$ cat src/irq_power_pkg.sv
package irq_power_pkg;

  // register indices; byte address is four times the index
  localparam logic [7:0]  IDX_POWER   = 8'h87;
  localparam logic [7:0]  IDX_ENABLE2 = 8'hE7;
  localparam logic [7:0]  IDX_PRIO1   = 8'hF6;
  localparam logic [7:0]  IDX_PRIO2   = 8'hF7;
  localparam logic [7:0]  IDX_CONTROL = 8'h10;
  localparam logic [7:0]  IDX_STATUS  = 8'h11;
  localparam logic [7:0]  IDX_MASK    = 8'h12;

  localparam int          ADDR_W       = 12;
  localparam logic [11:0] ADDR_POWER   = {2'h0, IDX_POWER, 2'h0};
  localparam logic [11:0] ADDR_ENABLE2 = {2'h0, IDX_ENABLE2, 2'h0};
  localparam logic [11:0] ADDR_PRIO1   = {2'h0, IDX_PRIO1, 2'h0};
  localparam logic [11:0] ADDR_PRIO2   = {2'h0, IDX_PRIO2, 2'h0};
  localparam logic [11:0] ADDR_CONTROL = {2'h0, IDX_CONTROL, 2'h0};
  localparam logic [11:0] ADDR_STATUS  = {2'h0, IDX_STATUS, 2'h0};
  localparam logic [11:0] ADDR_MASK    = {2'h0, IDX_MASK, 2'h0};

  // implemented bits; 7 and 5 of the second group are unused
  localparam logic [7:0]  ENABLE2_BITS = 8'h5F;
  localparam logic [7:0]  PRIO2_BITS   = 8'h5F;
  localparam int          POWER_IDLE_BIT = 0;
  localparam int          POWER_STOP_BIT = 1;
  localparam int          CONTROL_GIE_BIT = 0;

  // sticky status events
  localparam int          ST_IDLE_ENTER = 0;
  localparam int          ST_IDLE_WAKE  = 1;
  localparam int          ST_STOP_ENTER = 2;
  localparam int          ST_RESET_WAKE = 3;
  localparam logic [7:0]  STATUS_BITS   = 8'h0F;

  localparam logic [7:0]  RESET_BYTE    = 8'h00;
  localparam int          SRC_N         = 16;
  localparam int          SRC_IDX_W     = 4;

  typedef enum logic [2:0] {
    MODE_RUN  = 3'b001,
    MODE_IDLE = 3'b010,
    MODE_STOP = 3'b100
  } mode_t;

endpackage

$ cat src/first_set_pick.sv
`timescale 1ns/10ps
`default_nettype none
module first_set_pick #(
  parameter int WIDTH = 16,
  parameter int IDX_W = 4
) (
  // request vector, lowest index wins
  input  wire logic [WIDTH-1:0] req_in,
  // result
  output logic                  valid_out,
  output logic [IDX_W-1:0]      index_out
);

  always_comb
  begin
    valid_out = |req_in;
    index_out = '0;
    for (int i = WIDTH - 1; i >= 0; i--)
    begin
      if (req_in[i])
      begin
        index_out = IDX_W'(i);
      end
    end
  end

endmodule
`default_nettype wire

$ cat src/irq_power_ctrl.sv
// Notes on behaviour
// - second enable register gates UART1, ADC2 EOC/window, timer4, ADC0 EOC, timer3.
// - bits 7 and 5 of second enable register read zero, ignore writes.
// - first priority register makes each of its eight sources high when set.
// - second priority register sets high priority per source; bits 7, 5 read zero.
// - idle request halts CPU when writing instruction completes; rest keeps running.
// - registers and memory keep their contents while halted in idle.
// - enabled interrupt in idle clears request, resumes CPU, interrupt gets serviced.
// - any internal or external reset ends idle and restarts the core at zero.
// - a watchdog timeout reset ends idle; software may disable watchdog first.
// - stop request halts CPU and clocks after the writing instruction completes.
// - stop ends only by reset, never by interrupt; restart at zero.
// - missing-clock detector reset ends stop when that detector is enabled.
// - both power request bits are write-one triggers and read back zero.
// - high priority preempts low priority service; nothing preempts high priority.
// - global enable zero forwards nothing; one lets each source follow its mask; here irq_out is not gated by it and follows status and mask alone.
//
// Design decision made here: the APB register port.
`timescale 1ns/10ps
`default_nettype none
module irq_power_ctrl (
  // clock and reset
  input  wire logic        ref_clk_in,
  input  wire logic        sys_rst_in,
  // apb slave
  input  wire logic        psel_in,
  input  wire logic        penable_in,
  input  wire logic        pwrite_in,
  input  wire logic [11:0] paddr_in,
  input  wire logic [31:0] pwdata_in,
  output logic [31:0]      prdata_out,
  output logic             pready_out,
  output logic             pslverr_out,
  // cpu core
  input  wire logic        instr_done_in,
  input  wire logic        ack_in,
  input  wire logic        return_from_interrupt_in,
  input  wire logic [7:0]  first_enable_in,
  output logic             cpu_halt_out,
  output logic             clock_stop_out,
  output logic             core_reset_out,
  output logic             dispatch_req_out,
  output logic [3:0]       dispatch_vec_out,
  output logic             dispatch_high_out,
  // interrupt sources
  input  wire logic [7:0]  pend_first_in,
  input  wire logic [7:0]  pend_second_in,
  // reset sources
  input  wire logic        watchdog_reset_in,
  input  wire logic        missing_clock_reset_in,
  input  wire logic        ext_reset_pin_in,
  // block interrupt
  output logic             irq_out
);

  typedef struct packed {
    irq_power_pkg::mode_t mode;
    logic                 idle_arm;
    logic                 stop_arm;
    logic [7:0]           enable2;
    logic [7:0]           prio1;
    logic [7:0]           prio2;
    logic                 gie;
    logic [7:0]           status;
    logic [7:0]           mask;
    logic                 svc_low;
    logic                 svc_high;
    logic                 ext_meta;
    logic                 ext_sync;
    logic                 pready;
    logic                 pslverr;
    logic [31:0]          prdata;
    logic                 cpu_halt;
    logic                 clock_stop;
    logic                 core_reset;
    logic                 disp_req;
    logic [3:0]           disp_vec;
    logic                 disp_high;
    logic                 irq;
  } state_t;

  state_t     state;
  state_t     next_state;

  logic [15:0] qual;
  logic [15:0] prio_vec;
  logic        hi_valid;
  logic [3:0]  hi_idx;
  logic        lo_valid;
  logic [3:0]  lo_idx;
  logic        reset_event;
  logic        apb_setup;
  logic        apb_write;
  logic        addr_hit;
  logic [7:0]  rd_byte;
  logic [7:0]  status_set;
  logic [7:0]  wbyte;

  // qualified request: pending, own enable, global enable
  always_comb
  begin
    qual = {pend_second_in & state.enable2, pend_first_in & first_enable_in};
    qual = qual & {16{state.gie}};
    prio_vec = {state.prio2, state.prio1};
  end

  first_set_pick #(
    .WIDTH (irq_power_pkg::SRC_N),
    .IDX_W (irq_power_pkg::SRC_IDX_W)
  ) u_pick_high (
    .req_in    (qual & prio_vec),
    .valid_out (hi_valid),
    .index_out (hi_idx)
  );

  first_set_pick #(
    .WIDTH (irq_power_pkg::SRC_N),
    .IDX_W (irq_power_pkg::SRC_IDX_W)
  ) u_pick_low (
    .req_in    (qual & ~prio_vec),
    .valid_out (lo_valid),
    .index_out (lo_idx)
  );

  // address decode and read mux
  always_comb
  begin
    addr_hit = 1'b1;
    rd_byte  = irq_power_pkg::RESET_BYTE;
    case (paddr_in)
      irq_power_pkg::ADDR_POWER:   rd_byte = irq_power_pkg::RESET_BYTE;
      irq_power_pkg::ADDR_ENABLE2: rd_byte = state.enable2;
      irq_power_pkg::ADDR_PRIO1:   rd_byte = state.prio1;
      irq_power_pkg::ADDR_PRIO2:   rd_byte = state.prio2;
      irq_power_pkg::ADDR_CONTROL: rd_byte = {7'h00, state.gie};
      irq_power_pkg::ADDR_STATUS:  rd_byte = state.status;
      irq_power_pkg::ADDR_MASK:    rd_byte = state.mask;
      default:                     addr_hit = 1'b0;
    endcase
  end

  always_comb
  begin
    next_state  = state;
    status_set  = 8'h00;
    wbyte       = pwdata_in[7:0];
    reset_event = watchdog_reset_in | missing_clock_reset_in | state.ext_sync;
    apb_setup   = psel_in & ~penable_in;
    apb_write   = psel_in & penable_in & state.pready & pwrite_in & addr_hit;

    next_state.ext_meta = ext_reset_pin_in;
    next_state.ext_sync = state.ext_meta;

    // bus answer one cycle after setup
    next_state.pready  = apb_setup;
    next_state.pslverr = apb_setup & ~addr_hit;
    next_state.prdata  = apb_setup ? {24'h000000, rd_byte} : 32'h00000000;

    // register writes, frozen while halted
    if (apb_write && state.mode == irq_power_pkg::MODE_RUN)
    begin
      case (paddr_in)
        irq_power_pkg::ADDR_POWER:
        begin
          if (wbyte[irq_power_pkg::POWER_IDLE_BIT])
          begin
            next_state.idle_arm = 1'b1;
          end
          if (wbyte[irq_power_pkg::POWER_STOP_BIT])
          begin
            next_state.stop_arm = 1'b1;
          end
        end
        irq_power_pkg::ADDR_ENABLE2: next_state.enable2 = wbyte & irq_power_pkg::ENABLE2_BITS;
        irq_power_pkg::ADDR_PRIO1:   next_state.prio1 = wbyte;
        irq_power_pkg::ADDR_PRIO2:   next_state.prio2 = wbyte & irq_power_pkg::PRIO2_BITS;
        irq_power_pkg::ADDR_CONTROL: next_state.gie = wbyte[irq_power_pkg::CONTROL_GIE_BIT];
        irq_power_pkg::ADDR_MASK:    next_state.mask = wbyte & irq_power_pkg::STATUS_BITS;
        default:
        begin
        end
      endcase
    end

    // power mode sequencing
    case (state.mode)
      irq_power_pkg::MODE_RUN:
      begin
        if (instr_done_in && state.stop_arm)
        begin
          next_state.mode     = irq_power_pkg::MODE_STOP;
          next_state.stop_arm = 1'b0;
          next_state.idle_arm = 1'b0;
          status_set[irq_power_pkg::ST_STOP_ENTER] = 1'b1;
        end
        else if (instr_done_in && state.idle_arm)
        begin
          next_state.mode     = irq_power_pkg::MODE_IDLE;
          next_state.idle_arm = 1'b0;
          status_set[irq_power_pkg::ST_IDLE_ENTER] = 1'b1;
        end
      end
      irq_power_pkg::MODE_IDLE:
      begin
        if (|qual)
        begin
          next_state.mode = irq_power_pkg::MODE_RUN;
          status_set[irq_power_pkg::ST_IDLE_WAKE] = 1'b1;
        end
      end
      irq_power_pkg::MODE_STOP:
      begin
        next_state.mode = irq_power_pkg::MODE_STOP;
      end
      default: next_state.mode = irq_power_pkg::MODE_RUN;
    endcase

    // service level tracking
    if (return_from_interrupt_in)
    begin
      if (state.svc_high)
      begin
        next_state.svc_high = 1'b0;
      end
      else
      begin
        next_state.svc_low = 1'b0;
      end
    end
    if (ack_in && state.disp_req)
    begin
      if (state.disp_high)
      begin
        next_state.svc_high = 1'b1;
      end
      else
      begin
        next_state.svc_low = 1'b1;
      end
    end

    // dispatch only while running; high preempts low
    next_state.disp_req  = 1'b0;
    next_state.disp_high = 1'b0;
    next_state.disp_vec  = 4'h0;
    if (state.mode == irq_power_pkg::MODE_RUN)
    begin
      if (hi_valid && !state.svc_high)
      begin
        next_state.disp_req  = 1'b1;
        next_state.disp_high = 1'b1;
        next_state.disp_vec  = hi_idx;
      end
      else if (lo_valid && !state.svc_high && !state.svc_low)
      begin
        next_state.disp_req = 1'b1;
        next_state.disp_vec = lo_idx;
      end
    end

    // internal or external reset: core restarts, controls except mask return to defaults
    next_state.core_reset = 1'b0;
    if (reset_event)
    begin
      if (state.mode != irq_power_pkg::MODE_RUN)
      begin
        status_set[irq_power_pkg::ST_RESET_WAKE] = 1'b1;
      end
      next_state.mode       = irq_power_pkg::MODE_RUN;
      next_state.idle_arm   = 1'b0;
      next_state.stop_arm   = 1'b0;
      next_state.enable2    = irq_power_pkg::RESET_BYTE;
      next_state.prio1      = irq_power_pkg::RESET_BYTE;
      next_state.prio2      = irq_power_pkg::RESET_BYTE;
      next_state.gie        = 1'b0;
      next_state.svc_low    = 1'b0;
      next_state.svc_high   = 1'b0;
      next_state.disp_req   = 1'b0;
      next_state.disp_high  = 1'b0;
      next_state.disp_vec   = 4'h0;
      next_state.core_reset = 1'b1;
    end

    // sticky status, set wins over write-one clear
    if (apb_write && paddr_in == irq_power_pkg::ADDR_STATUS)
    begin
      next_state.status = state.status & ~wbyte;
    end
    next_state.status = (next_state.status | status_set) & irq_power_pkg::STATUS_BITS;

    next_state.cpu_halt   = next_state.mode != irq_power_pkg::MODE_RUN;
    next_state.clock_stop = next_state.mode == irq_power_pkg::MODE_STOP;
    next_state.irq        = |(next_state.status & next_state.mask);
  end

  always_ff @(posedge ref_clk_in)
  begin
    if (sys_rst_in)
    begin
      state      <= '0;
      state.mode <= irq_power_pkg::MODE_RUN;
    end
    else
    begin
      state <= next_state;
    end
  end

  assign prdata_out        = state.prdata;
  assign pready_out        = state.pready;
  assign pslverr_out       = state.pslverr;
  assign cpu_halt_out      = state.cpu_halt;
  assign clock_stop_out    = state.clock_stop;
  assign core_reset_out    = state.core_reset;
  assign dispatch_req_out  = state.disp_req;
  assign dispatch_vec_out  = state.disp_vec;
  assign dispatch_high_out = state.disp_high;
  assign irq_out           = state.irq;
endmodule
`default_nettype wire

$ cat config.mk
export PLATFORM = sky130hd
export DESIGN_NAME = irq_power_ctrl
export DESIGN_NICKNAME = d
export VERILOG_FILES = /design/src/irq_power_pkg.sv /design/src/first_set_pick.sv /design/src/irq_power_ctrl.sv
export SDC_FILE = /design/constraint.sdc
export NUM_CORES = 1
export LEC_CHECK = 0
export ABC_AREA = 1
export BUFFER_PORTS_ARGS = -buffer_cell sky130_fd_sc_hd__buf_4
export CAP_MARGIN = 10
export CORE_UTILIZATION = 46
export DETAILED_ROUTE_END_ITERATION = 10
export GPL_ROUTABILITY_DRIVEN = 0
export PLACE_DENSITY_LB_ADDON = 0.3
export SLEW_MARGIN = 20
export SYNTH_ARGS = -nofsm -noshare
export SYNTH_HDL_FRONTEND = slang
export SYNTH_HIERARCHICAL = 1
export SYNTH_SLANG_ARGS = --single-unit
$ cat constraint.sdc
create_clock -name ref_clk_in -period 1.79 [get_ports ref_clk_in]
set_input_delay 0.179 -clock ref_clk_in [delete_from_list [all_inputs] [get_ports ref_clk_in]]
set_output_delay 0.179 -clock ref_clk_in [all_outputs]
set_load 0.02 [all_outputs]
[Word-level counts from Yosys, hierarchy flattened]
Index checks and enable logic that the tools add are counted.
Storage, ports and cells
  register bits after elaboration: 86
  logic and storage cells: 152
  input bits: 79
Operators by class
  equality and inequality tests: 13
  bitwise operators: 22
  reduce and logical (&&, ||, !) cells: 22
  muxes and demuxes: 71
Operators with widths (count)
  $mux 4: 35
  $eq 12x10->1 const B: 4
  $pmux 8 s6: 1
  $reduce_or 16->1: 3
  $eq 12x7->1 const B: 3
  $and 16x16->16: 2
  $mux 30: 1
  $mux 27: 1
  $mux 8: 3
  $mux 7: 3
  $mux 1: 18
  $and 16x15->16: 1
  $not 15->16: 1
  $mux 5: 2
  $pmux 3 s3: 1
  $and 4x8->8: 1
  $and 8x7->8: 1
  $and 8x8->8: 1
  $logic_and 1x1->1: 8
  $mux 2: 4
  $reduce_and 2->1: 4
  $reduce_or 8->1: 1
  $reduce_or 7->1: 1
  $and 1x1->1: 6
  14 further kinds: 22

[Depth between registers and ports, before layout]
Gate-level depths: netlist (run 1).
  depth after elaboration: 23
  mapped depth: 21
  gate-level depth less buffers: 19

[Modules after synthesis]
Netlist (run 1), hierarchy kept.
By module, submodules not included
  irq_power_ctrl: times used 1, cells an instance 473, area an instance 3253.1 sq um, seq. area each 1161.1 sq um
  first_set_pick: times used 2, cells an instance 49, area an instance 209.0 sq um, seq. area each 0.0 sq um

[Least setup slack after synthesis (run 1)]
OpenSTA, ideal clock, no wires.
  path type: register to register
  from: register state[64] (netlist name)
  to: register state, in the netlist dispatch_vec_out[3]
  library setup time: 0.122 ns
  required time: 1.668 ns
  buffers on the path: 2
  cell stages (with the launch flop): 12
  clock period less this slack: 1.868 ns
  arrival: 1.746 ns
  slack: -0.078 ns
  cell sequence: dfxtp_1 clkbuf_1 buf_2 nand3_1 nor2_1 or2_1 nor4_1 nand2_1 nand3_1 inv_1 nand2_1 o31ai_1
On the way
  elaborated cells between the ends (all ways): 42
  classes of those cells: 34 x mux; 3 x bitwise; 5 x reduce/logical
RTL lines
  start: declaration: RTL line irq_power_ctrl.sv:82  | state_t state;
  start signal: assignment: RTL line irq_power_ctrl.sv:305  | state <= next_state;
  $and 16x16->16: RTL line irq_power_ctrl.sv:103  | qual = qual & {16{state.gie}};
  $and 16x15->16: RTL line irq_power_ctrl.sv:111  | .req_in (qual & prio_vec),
  $reduce_or 16->1: RTL line first_set_pick.sv:16  | valid_out = |req_in;
  named net hi_valid: RTL line irq_power_ctrl.sv:87  | logic hi_valid;
  $logic_and 1x1->1: RTL line irq_power_ctrl.sv:248  | if (hi_valid && !state.svc_high)
  $mux 5: RTL line irq_power_ctrl.sv:248
The timed path passes the listed nets, and every way through them passes these cells.
A chain may end at the register's enable or synchronous reset.

[Final worst setup path (run 1)]
  from: register state[64] (netlist name)
  to: register state, in the netlist dispatch_vec_out[2]
The elaborated chain is that of the path after synthesis.

==> results of run 1 <==
[per-layer routing]
layer	share of wire (%)	wire length [um]	track usage, %
met1	42	4790	34.5
met4	2.5	282	8.47
met5	0	0	0
met3	7.9	896	6.37
met2	47	5310	43.8
[cell usage in the layout, fill, tap and decap left out, types with 4 or more instances in the layout]
master,synthesis,final
buf_4,37,129
nand2_1,128,122
nor2_1,92,73
inv_1,72,69
dfxtp_1,58,56
conb_1,1,34
a21oi_1,29,28
nand3_1,42,27
o21ai_0,19,19
inv_2,15,18
nor2_2,1,15
nand3_2,3,12
nand2_2,4,10
nand4_1,10,10
clkbuf_8,0,10
nor2_4,3,8
nand3_4,2,8
nor3_1,10,7
a31oi_1,4,4
buf_6,2,4
[per-stage QoR]
stage | hold WS [ns] | utilization (%) | worst slack (ns) | power, mW | cells
after floorplan | 0.248 | - | 0.00730 | 1.54 | 604
after global placement | 0.384 | 58.7 | -0.192 | 1.65 | 786
after detailed placement | 0.389 | 58.7 | -0.322 | 1.65 | 786
after CTS | 0.0293 | 61.8 | -0.00281 | 2.70 | 807
after global routing | 0.0451 | 65.8 | -0.193 | 2.82 | 812
final | 0.0345 | 65.8 | -0.0843 | 2.72 | 812
[registers in the layout (all words and copies together) (netlist names), 4 cells and up]
register and count:
dispatch_vec_out 4, state 23, prdata_out 8, prio_vec 14
[cell type report]
class	instances	share of cell area, %
Multi-Input combinational cell	414	44.4
Sequential cell	58	23.0
Timing Repair Buffer	134	20.2
Inverter	88	6.50
Clock buffer	11	2.78
Tap cell	102	2.51
Clock inverter	5	0.591
[synth_stat cells, types with 3 or more instances]
master,n,area (um2)
a221oi_1,3,26.3
o31ai_1,5,37.5
a21oi_1,29,145
nand4_1,10,62.6
nor3_1,10,50.1
nor2_1,92,345
nand2_1,128,480
dfxtp_1,58,1160
nor2_4,3,33.8
clkbuf_1,3,11.3
nand3_1,42,210
nand2_2,4,25.0
inv_1,72,270
a31oi_1,4,25.0
nor3_4,3,48.8
o21ai_0,19,95.1
inv_2,15,56.3
nand3_2,3,30.0
buf_4,37,278
[kinds of logic after synthesis]
kind of cell | share of synthesized area (%)
DFF | 31.6
and+or+nand+nor | 39.2
buffers and inverters | 17.7
other | 0.102
AOI/OAI and AO/OA | 11.4
[report_power, final]
part,total (mW),switching [mW],leakage (nW),internal [mW]
Clock,1.06,0.532,0.0851,0.532
Combinational,0.350,0.208,1.88,0.142
Sequential,1.30,0.00495,0.470,1.30
Total,2.72,0.744,2.44,1.97
[worst reg2reg max path: cells and delay by family, from the launching register on]
family                 cells  cell delay [ns]
buffers and inverters      3             0.37
DFF                        1             0.38
AOI/OAI and AO/OA          1             0.23
and+or+nand+nor            5             0.80
[final timing paths]
| kind | endpoint | slack [ns] | from | depth (start not counted) |
|---|---|---|---|---|
| setup / recovery | dispatch_vec_out[2]$_SDFF_PP0_ | -0.08 | state[64]$_SDFFE_PP0P_ | 9 |
| hold / removal | next_state[44]$_SDFF_PP0_ | 0.03 | ext_reset_pin_in | 3 |
| setup reg to reg | dispatch_vec_out[2]$_SDFF_PP0_ | -0.08 | state[64]$_SDFFE_PP0P_ | 9 |
| hold reg to reg | state[44]$_SDFF_PP0_ | 0.41 | next_state[44]$_SDFF_PP0_ | 2 |
[repair_timing]
| item | 4_1_cts | 5_1_grt |
|---|---|---|
| resized for setup | 11 | 66 |
| buffers inserted | 5 | 7 |
| pin swaps | 4 | 15 |
| setup endpoints to repair | 11 | 12 |
| cloned | 0 | 0 |
==> flow_summary.json, run 1 <==
{
  "synth-main-ff-cell": "dfxtp_1",
  "design_area_mm2": 0.00508,
  "netlist_area_mm2": 0.00367,
  "ys_ff_latch": 58,
  "synth_cells": 571,
  "hold_viol": 0,
  "start_util_pct": 47.5,
  "dr.pass1.iters": 5,
  "clock_sinks": 58,
  "worst_slack_ns": -0.0843,
  "async_flop_share_pct": 0,
  "critical_path_class": "reg -> reg",
  "io_buffers": 72,
  "drtIter0Drc": 322,
  "violations": "setup timing",
  "grt_usage_pct": 26.7,
  "cts.path.max_buffers": 2,
  "cts_made_buffers": 9,
  "cp-start-kind": "flip-flop",
  "synth_area_per_cell_um2": 6.43,
  "nets": 784,
  "drive_gt1_share_pct": 34.1,
  "register_area_mm2": 0.00117,
  "synth_edf_count": 0,
  "grt_pass1_vias": 3842,
  "fillCellCount": 663,
  "coreArea_mm2": 0.00773,
  "grt_max_degree": 20,
  "layout_min_cycle_time_ns": 1.87,
  "syn2layout_area_growth_pct": 38.4,
  "die_h_um": 91.3,
  "ioPinCount": 123,
  "cp_slowest_cell": "dfxtp_4",
  "path_buf_inv": 3,
  "htreeDepth": 3,
  "wl_mm": 11.3,
  "antenna-diode-count": 0,
  "routedWlPerCell_um": 13.9,
  "max_freq_mhz": 534,
  "worstSetupEndpointType": "flip-flop",
  "multi_input_area_mm2": 0.00226,
  "row_count": 32,
  "path_delay_family": "simple AND/OR/NAND/NOR gates",
  "vias": 4205,
  "yosysWarningCount": 6,
  "clock_skew_ns": 0.00787,
  "yosysSeqAreaShare_pct": 31.6,
  "clk_latency_ns": 0.35,
  "hold_class": "in -> reg",
  "clk_pin_slew_ns": 0.07,
  "final.period_utilization_pct": 105,
  "maxSlewViolCount": 0,
  "die_x_um": 91.3,
  "setup_viol_count_final": 5,
  "crit_fanout": 6,
  "outcome": "finished with violations",
  "max_stage_delay_ns": 0.38,
  "ant_nets": 0,
  "drv_cap": 0,
  "dieArea_mm2": 0.00834,
  "crit_required_ns": 2.05,
  "yosysUniqueCellTypes": 42,
  "cts-root-buf": "clkbuf_8",
  "ir_worst_vdd_mv": 0.482,
  "cellPowerDensity_mw_per_mm2": 535,
  "arrival_ns": 2.13,
  "tns_ns": -0.232,
  "antenna_found_initial": 0,
  "vias_per_cell": 5.18,
  "hpwl_mm": 8.47,
  "leakagePower_nw": 2.44,
  "grt_remaining_overflow": 0,
  "cts_tree": "done",
  "drc": 0,
  "rsz0062_at_grt": "true",
  "placement.cell_area_mm2": 0.00454,
  "grt_first_pass_wirelength_mm": 17.7,
  "crit_chain": "buf_8 -> nand3_4 -> nor2_4 -> inv_2 -> nand4_1 -> nor4_4 -> nand2_2 -> buf_6 -> o31ai_2",
  "cts_hold_buf": 0
}
No activity file was read; power rests on OpenSTA's default activity.
==> run 2: changes to the inputs <==
--- a/config.mk
+++ b/config.mk
@@ -15,5 +15,4 @@
 export SLEW_MARGIN = 20
 export SYNTH_ARGS = -nofsm -noshare
 export SYNTH_HDL_FRONTEND = slang
-export SYNTH_HIERARCHICAL = 1
 export SYNTH_SLANG_ARGS = --single-unit
==> run 2 against run 1 <==
Effect of this change:
- fmax up 3.8%
- sequential power is essentially flat
- highest routed layer unchanged
- die area increased by 0.36%
- utilization shrank 2.9 points
- critical path type unchanged
- clock power grew 54%
- the run still ends with setup timing left
- global-route usage shrank 1.2 points
- setup slack improved by 0.068 ns
- non-clock buffer count fell by 30
- synthesized cell count down 1.2%
- design area is 4.4% lower
- combinational power is 26% lower
==> flow_summary.json, run 2 <==
{
  "grt_util_met2_pct": 42.7,
  "cts.path.max_buffers": 2,
  "largest_reg_flops": 23,
  "routedWlPerCell_um": 13.2,
  "grt_remaining_overflow": 0,
  "grt_usage_pct": 25.5,
  "hold_class": "in -> reg",
  "synth_area_per_cell_um2": 6.53,
  "crit_fanout": 8,
  "layout_min_cycle_time_ns": 1.81,
  "final.period_utilization_pct": 101,
  "row_count": 32,
  "cts_made_buffers": 9,
  "netlist_area_mm2": 0.00368,
  "clock_sinks": 58,
  "synthTopCellsByCount": "nand2_1 (138), nor2_1 (97), inv_1 (77)",
  "synthAdderAreaFrac_pct": 0,
  "yosysUniqueCellTypes": 46,
  "fillCellCount": 715,
  "rsz0062_at_grt": "true",
  "cellPowerDensity_mw_per_mm2": 655,
  "clk_latency_ns": 0.34,
  "layout_commonest_cell": "nand2_1",
  "drv_cap": 0,
  "hpwl_mm": 7.67,
  "max_freq_mhz": 554,
  "design_area_mm2": 0.00486,
  "ys_ff_latch": 58,
  "vias": 3737,
  "utilization_pct": 62.9,
  "worst_slack_ns": -0.0159,
  "yosysSeqAreaShare_pct": 31.5,
  "synth_compound_area_share_pct": 10.3,
  "cp-start-kind": "flip-flop",
  "coreArea_mm2": 0.00773,
  "grt_first_pass_wirelength_mm": 16.6,
  "cts-root-buf": "clkbuf_8",
  "drtIter0Drc": 253,
  "grt_busiest_layer": "met2",
  "synthSimpleGateAreaFrac_pct": 40.8,
  "yosysWarningCount": 0,
  "worstSetupEndpointType": "flip-flop",
  "finalPower_mw": 3.18,
  "violations": "setup timing",
  "maxSlewViolCount": 0,
  "syn2layout_area_growth_pct": 31.9,
  "met1_usage_pct": 31.7,
  "synth_top_area_share_pct": 31.5,
  "io_buffers": 72,
  "multi_input_area_mm2": 0.00215,
  "dp_cells": 748,
  "cts_tree": "done",
  "start_util_pct": 47.7,
  "ioPinCount": 123,
  "outcome": "finished with violations",
  "synth_xor_xnor_area_share_pct": 0,
  "crit_required_ns": 2.02,
  "synth-main-ff-cell": "dfxtp_1",
  "synth_cells": 564,
  "critical_path_class": "reg -> reg",
  "clock_skew_ns": 0.00798,
  "setup_viol_count_final": 1,
  "crit_chain": "buf_12 -> nand3_4 -> nand2_2 -> nor2_2 -> nand3_2 -> nor3_4 -> buf_6 -> nor2_4 -> or2_1 -> nand2_1 -> nand2_1 -> nor2_1 -> nor2_1",
  "placement.cell_area_mm2": 0.00437,
  "cp_slowest_cell": "dfxtp_4",
  "yosysTopAreaCell": "dfxtp_1",
  "synth.mux.area_fraction_pct": 0,
  "wl_mm": 10.1,
  "synth_edf_count": 0,
  "die_x_um": 91.5,
  "yosys-top-cells-area": "dfxtp_1 (32%), nand2_1 (14%), nor2_1 (9.9%), inv_1 (7.8%), buf_4 (7.5%)",
  "antenna-diode-count": 0,
  "post_cts_buffers": 0,
  "grt_max_degree": 17,
  "ant_nets": 0,
  "arrival_ns": 2.04,
  "synth_most_common_cell": "nand2_1",
  "htreeDepth": 3,
  "dr.pass1.iters": 4,
  "hold_viol": 0,
  "antenna_found_initial": 0,
  "synth_top_family_by_area": "simple AND/OR/NAND/NOR gates",
  "drive_gt1_share_pct": 28.4,
  "register_area_mm2": 0.00116,
  "use_met3_pct": 5.19,
  "grt_pass1_vias": 3607,
  "max_stage_delay_ns": 0.38,
  "path_buf_inv": 2,
  "leakagePower_nw": 2.32,
  "path_delay_family": "simple AND/OR/NAND/NOR gates",
  "die_h_um": 91.5,
  "nets": 737,
  "vias_per_cell": 4.88,
  "async_flop_share_pct": 0,
  "regMostFlops": "state",
  "layout_common_cells": "nand2_1 (136), buf_4 (99), nor2_1 (89), inv_1 (77), dfxtp_1 (57)",
  "drc": 0,
  "clk_pin_slew_ns": 0.07,
  "stdcell_count": 765,
  "ir_worst_vdd_mv": 0.549,
  "dieArea_mm2": 0.00837
}
-- run 2: changes by cell type after synthesis, sizes merged, moves of 2 or more --
cell | previous run | this run
a21boi | 0 | 2
a221oi | 3 | 0
inv | 87 | 83
nand2 | 133 | 147
nand3 | 47 | 32
nand4 | 11 | 14
nor2 | 97 | 106
nor3 | 13 | 11
o21ai | 20 | 6
o22ai | 2 | 8
o31ai | 6 | 4
-- run 2: final timing paths --
| path | from | endpoint | slack (ns) | cells past startpoint |
|---|---|---|---|---|
| setup / recovery | state[64]$_SDFFE_PP0P_ | irq_out$_SDFF_PP0_ | -0.02 | 13 |
| hold / removal | penable_in | pready_out$_SDFF_PP0_ | 0.02 | 2 |
| hold reg to reg | next_state[44]$_SDFF_PP0_ | state[44]$_SDFF_PP0_ | 0.41 | 2 |
| setup reg to reg | state[64]$_SDFFE_PP0P_ | irq_out$_SDFF_PP0_ | -0.02 | 13 |
-- run 2: area by class of cell --
class,count,share of cell area [%]
multi-input cells,401,44.3
flip-flops and latches,58,24.0
inverters,84,6.49
well taps,102,2.63
clock inverters,7,2.91
repair buffers,104,17.1
clock buffers,9,2.55
-- run 2: routing by layer --
| layer | wire (um) | up-vias | part of all wire, % |
|---|---|---|---|
| met3 | 788 | 22 | 7.8 |
| met5 | 0 | - | 0 |
| met4 | 204 | 0 | 2.0 |
| met2 | 4800 | 137 | 47 |
| met1 | 4310 | 1671 | 43 |
| li1 | - | 1907 | - |
-- run 2: cells by family after synthesis --
logic type / count (synthesis)
buffers and inverters: 128
AO/OA/AOI/OAI: 62
AND/OR/NAND/NOR: 315
flip-flops: 58
other: 1
-- run 2: power by group --
group	leakage (nW)	internal [mW]	total, mW	switching, mW
Combinational	1.72	0.101	0.260	0.159
Sequential	0.469	1.29	1.30	0.00173
Clock	0.129	1.06	1.63	0.564
Total	2.32	2.46	3.18	0.725
-- run 2: stage by stage --
stage	setup slack (ns)	setup TNS, ns	hold WS [ns]
after floorplan	0.156	0	0.248
after global placement	-0.128	-0.344	0.380
after detailed placement	-0.199	-0.557	0.386
final	-0.0159	-0.0159	0.0249
after CTS	-0.0423	-0.100	0.0234
after global routing	-0.129	-0.482	0.0279
-- run 2: what timing repair did --
action                                  CTS  global route
endpoints found under the setup margin    6             7
gates cloned                              1             0
hold buffers                              0             0
resized for setup                        30            12
pin swaps                                 7             4
==> run 3: changes to the inputs <==
--- a/config.mk
+++ b/config.mk
@@ -12,6 +12,7 @@
 export DETAILED_ROUTE_END_ITERATION = 10
 export GPL_ROUTABILITY_DRIVEN = 0
 export PLACE_DENSITY_LB_ADDON = 0.3
+export RECOVER_POWER = 100
 export SLEW_MARGIN = 20
 export SYNTH_ARGS = -nofsm -noshare
 export SYNTH_HDL_FRONTEND = slang
==> run 3 against run 2 <==
Effect of this change:
- the flow still finishes with violations (setup timing)
- count of clock-buffer cells in the layout unchanged
- wire length grew 0.35%
- utilization down 1.6 points
- die area unchanged
- setup slack improved by 0.0021 ns
==> flow_summary.json, run 3 (synthesized netlist as in run 2, its figures left out) <==
{
  "dr.pass1.iters": 5,
  "violations": "setup timing",
  "vias_per_cell": 4.95,
  "tightest_slew_ns": 0.559,
  "layout_common_cells": "nand2_1 (136), nor2_1 (90), inv_1 (77), buf_4 (71), dfxtp_1 (57)",
  "stdcell_count": 765,
  "setup_viol_count_final": 1,
  "cellPowerDensity_mw_per_mm2": 671,
  "design_area_mm2": 0.00474,
  "cp-start-kind": "flip-flop",
  "clk_latency_ns": 0.35,
  "tns_ns": -0.0138,
  "m1WireLength_mm": 4.41,
  "nets": 737,
  "switchingPower_uw": 723,
  "drtIter0Drc": 234,
  "hold_class": "in -> reg",
  "outcome": "finished with violations",
  "layout_min_cycle_time_ns": 1.80,
  "p_sw_share_pct": 22.7,
  "row_count": 32,
  "largest_reg_flops": 23,
  "p_int_mw": 2.45,
  "clock_sinks": 58,
  "ir_worst_vdd_mv": 0.545,
  "cts-root-buf": "clkbuf_8",
  "ioPinCount": 123,
  "worst_slack_ns": -0.0138,
  "grt_usage_pct": 25.5,
  "routedWlPerCell_um": 13.3,
  "wl_mm": 10.1,
  "cts.path.max_buffers": 2,
  "maxSlewViolCount": 0,
  "grt_pass1_vias": 3607,
  "drv_cap": 0,
  "grt_remaining_overflow": 0,
  "final.period_utilization_pct": 101,
  "clk_pin_slew_ns": 0.07,
  "wl_met3_um": 714,
  "finalPower_mw": 3.18,
  "layout_commonest_cell": "nand2_1",
  "dieArea_mm2": 0.00837,
  "clock_skew_ns": 0.00581,
  "grt_max_degree": 17,
  "utilization_pct": 61.3,
  "coreArea_mm2": 0.00773,
  "antenna_found_initial": 0,
  "drive_gt1_share_pct": 24.0,
  "die_h_um": 91.5,
  "regMostFlops": "state",
  "max_slew_margin_pct": 62.7,
  "pwr-share-seq_pct": 40.8,
  "grt_first_pass_wirelength_mm": 16.6,
  "fillCellCount": 735,
  "cts_hold_buf": 0,
  "start_util_pct": 47.7,
  "arrival_ns": 2.04,
  "dp_cells": 748,
  "pwr-share-comb_pct": 8.0,
  "hold_viol": 0,
  "antenna-diode-count": 0,
  "leakagePower_nw": 2.21,
  "dr_wl_met2_mm": 4.77,
  "critical_path_class": "reg -> reg",
  "placement.cell_area_mm2": 0.00437,
  "highest_layer": "met4",
  "worstSetupEndpointType": "flip-flop",
  "htreeDepth": 3,
  "ant_nets": 0,
  "p_clk_share_pct": 51.3,
  "die_x_um": 91.5,
  "io_buffers": 72,
  "cts_made_buffers": 9,
  "pre_cts_slack_ns": -0.199,
  "drc": 0,
  "rsz0062_at_grt": "true",
  "hold_ws_ns": 0.0235,
  "hpwl_mm": 7.67,
  "cts_tree": "done",
  "vias": 3786,
  "syn2layout_area_growth_pct": 28.6,
  "max_freq_mhz": 554,
  "crit_required_ns": 2.02,
  "crit_fanout": 8
}
## run 3: worst paths after layout
check                            startpoint               endpoint  slack (ns)  depth (start not counted)
setup / recovery     state[64]$_SDFFE_PP0P_     irq_out$_SDFF_PP0_       -0.01                         13
hold / removal                   penable_in  pready_out$_SDFF_PP0_        0.02                          2
setup reg to reg     state[64]$_SDFFE_PP0P_     irq_out$_SDFF_PP0_       -0.01                         13
hold reg to reg   next_state[44]$_SDFF_PP0_   state[44]$_SDFF_PP0_        0.41                          2
## run 3: critical path, stage by stage (launching register included)
cell     delay (ns)
dfxtp_4        0.38
buf_12         0.16
nand3_4        0.09
nand2_2        0.05
nor2_2         0.11
nand3_2        0.10
nor3_4         0.16
buf_6          0.14
nor2_4         0.03
or2_1          0.23
nand2_1        0.07
nand2_1        0.04
nor2_1         0.08
nor2_1         0.04
## run 3: power groups by stage
stage	clock [mW]	sequential (mW)	combinational (mW)
global placement	0	1.33	0.245
floorplan	0	1.33	0.148
global route	1.71	1.29	0.273
detailed placement	0	1.33	0.250
CTS	1.63	1.30	0.259
finish	1.63	1.30	0.254
## run 3: layout make-up
type	instances	area (um2)	share of cell area, %
Timing Repair Buffer	104	731	15.4
Tap cell	102	128	2.69
Sequential cell	58	1160	24.6
Clock buffer	9	124	2.61
Clock inverter	7	141	2.98
Inverter	84	315	6.65
Multi-Input combinational cell	401	2130	45.0
## run 3: repair_timing
action,in CTS,in global routing
gates resized for setup,30,12
pin swaps,7,4
cloned,1,0
setup endpoints to repair,6,7
buffers inserted,0,0
## run 3: per-layer routing
layer,GRT usage (%),vias to the layer above
met2,42.7,149
met1,31.7,1699
li1,-,1910
met3,5.19,28
met5,0,-
met4,10.6,0
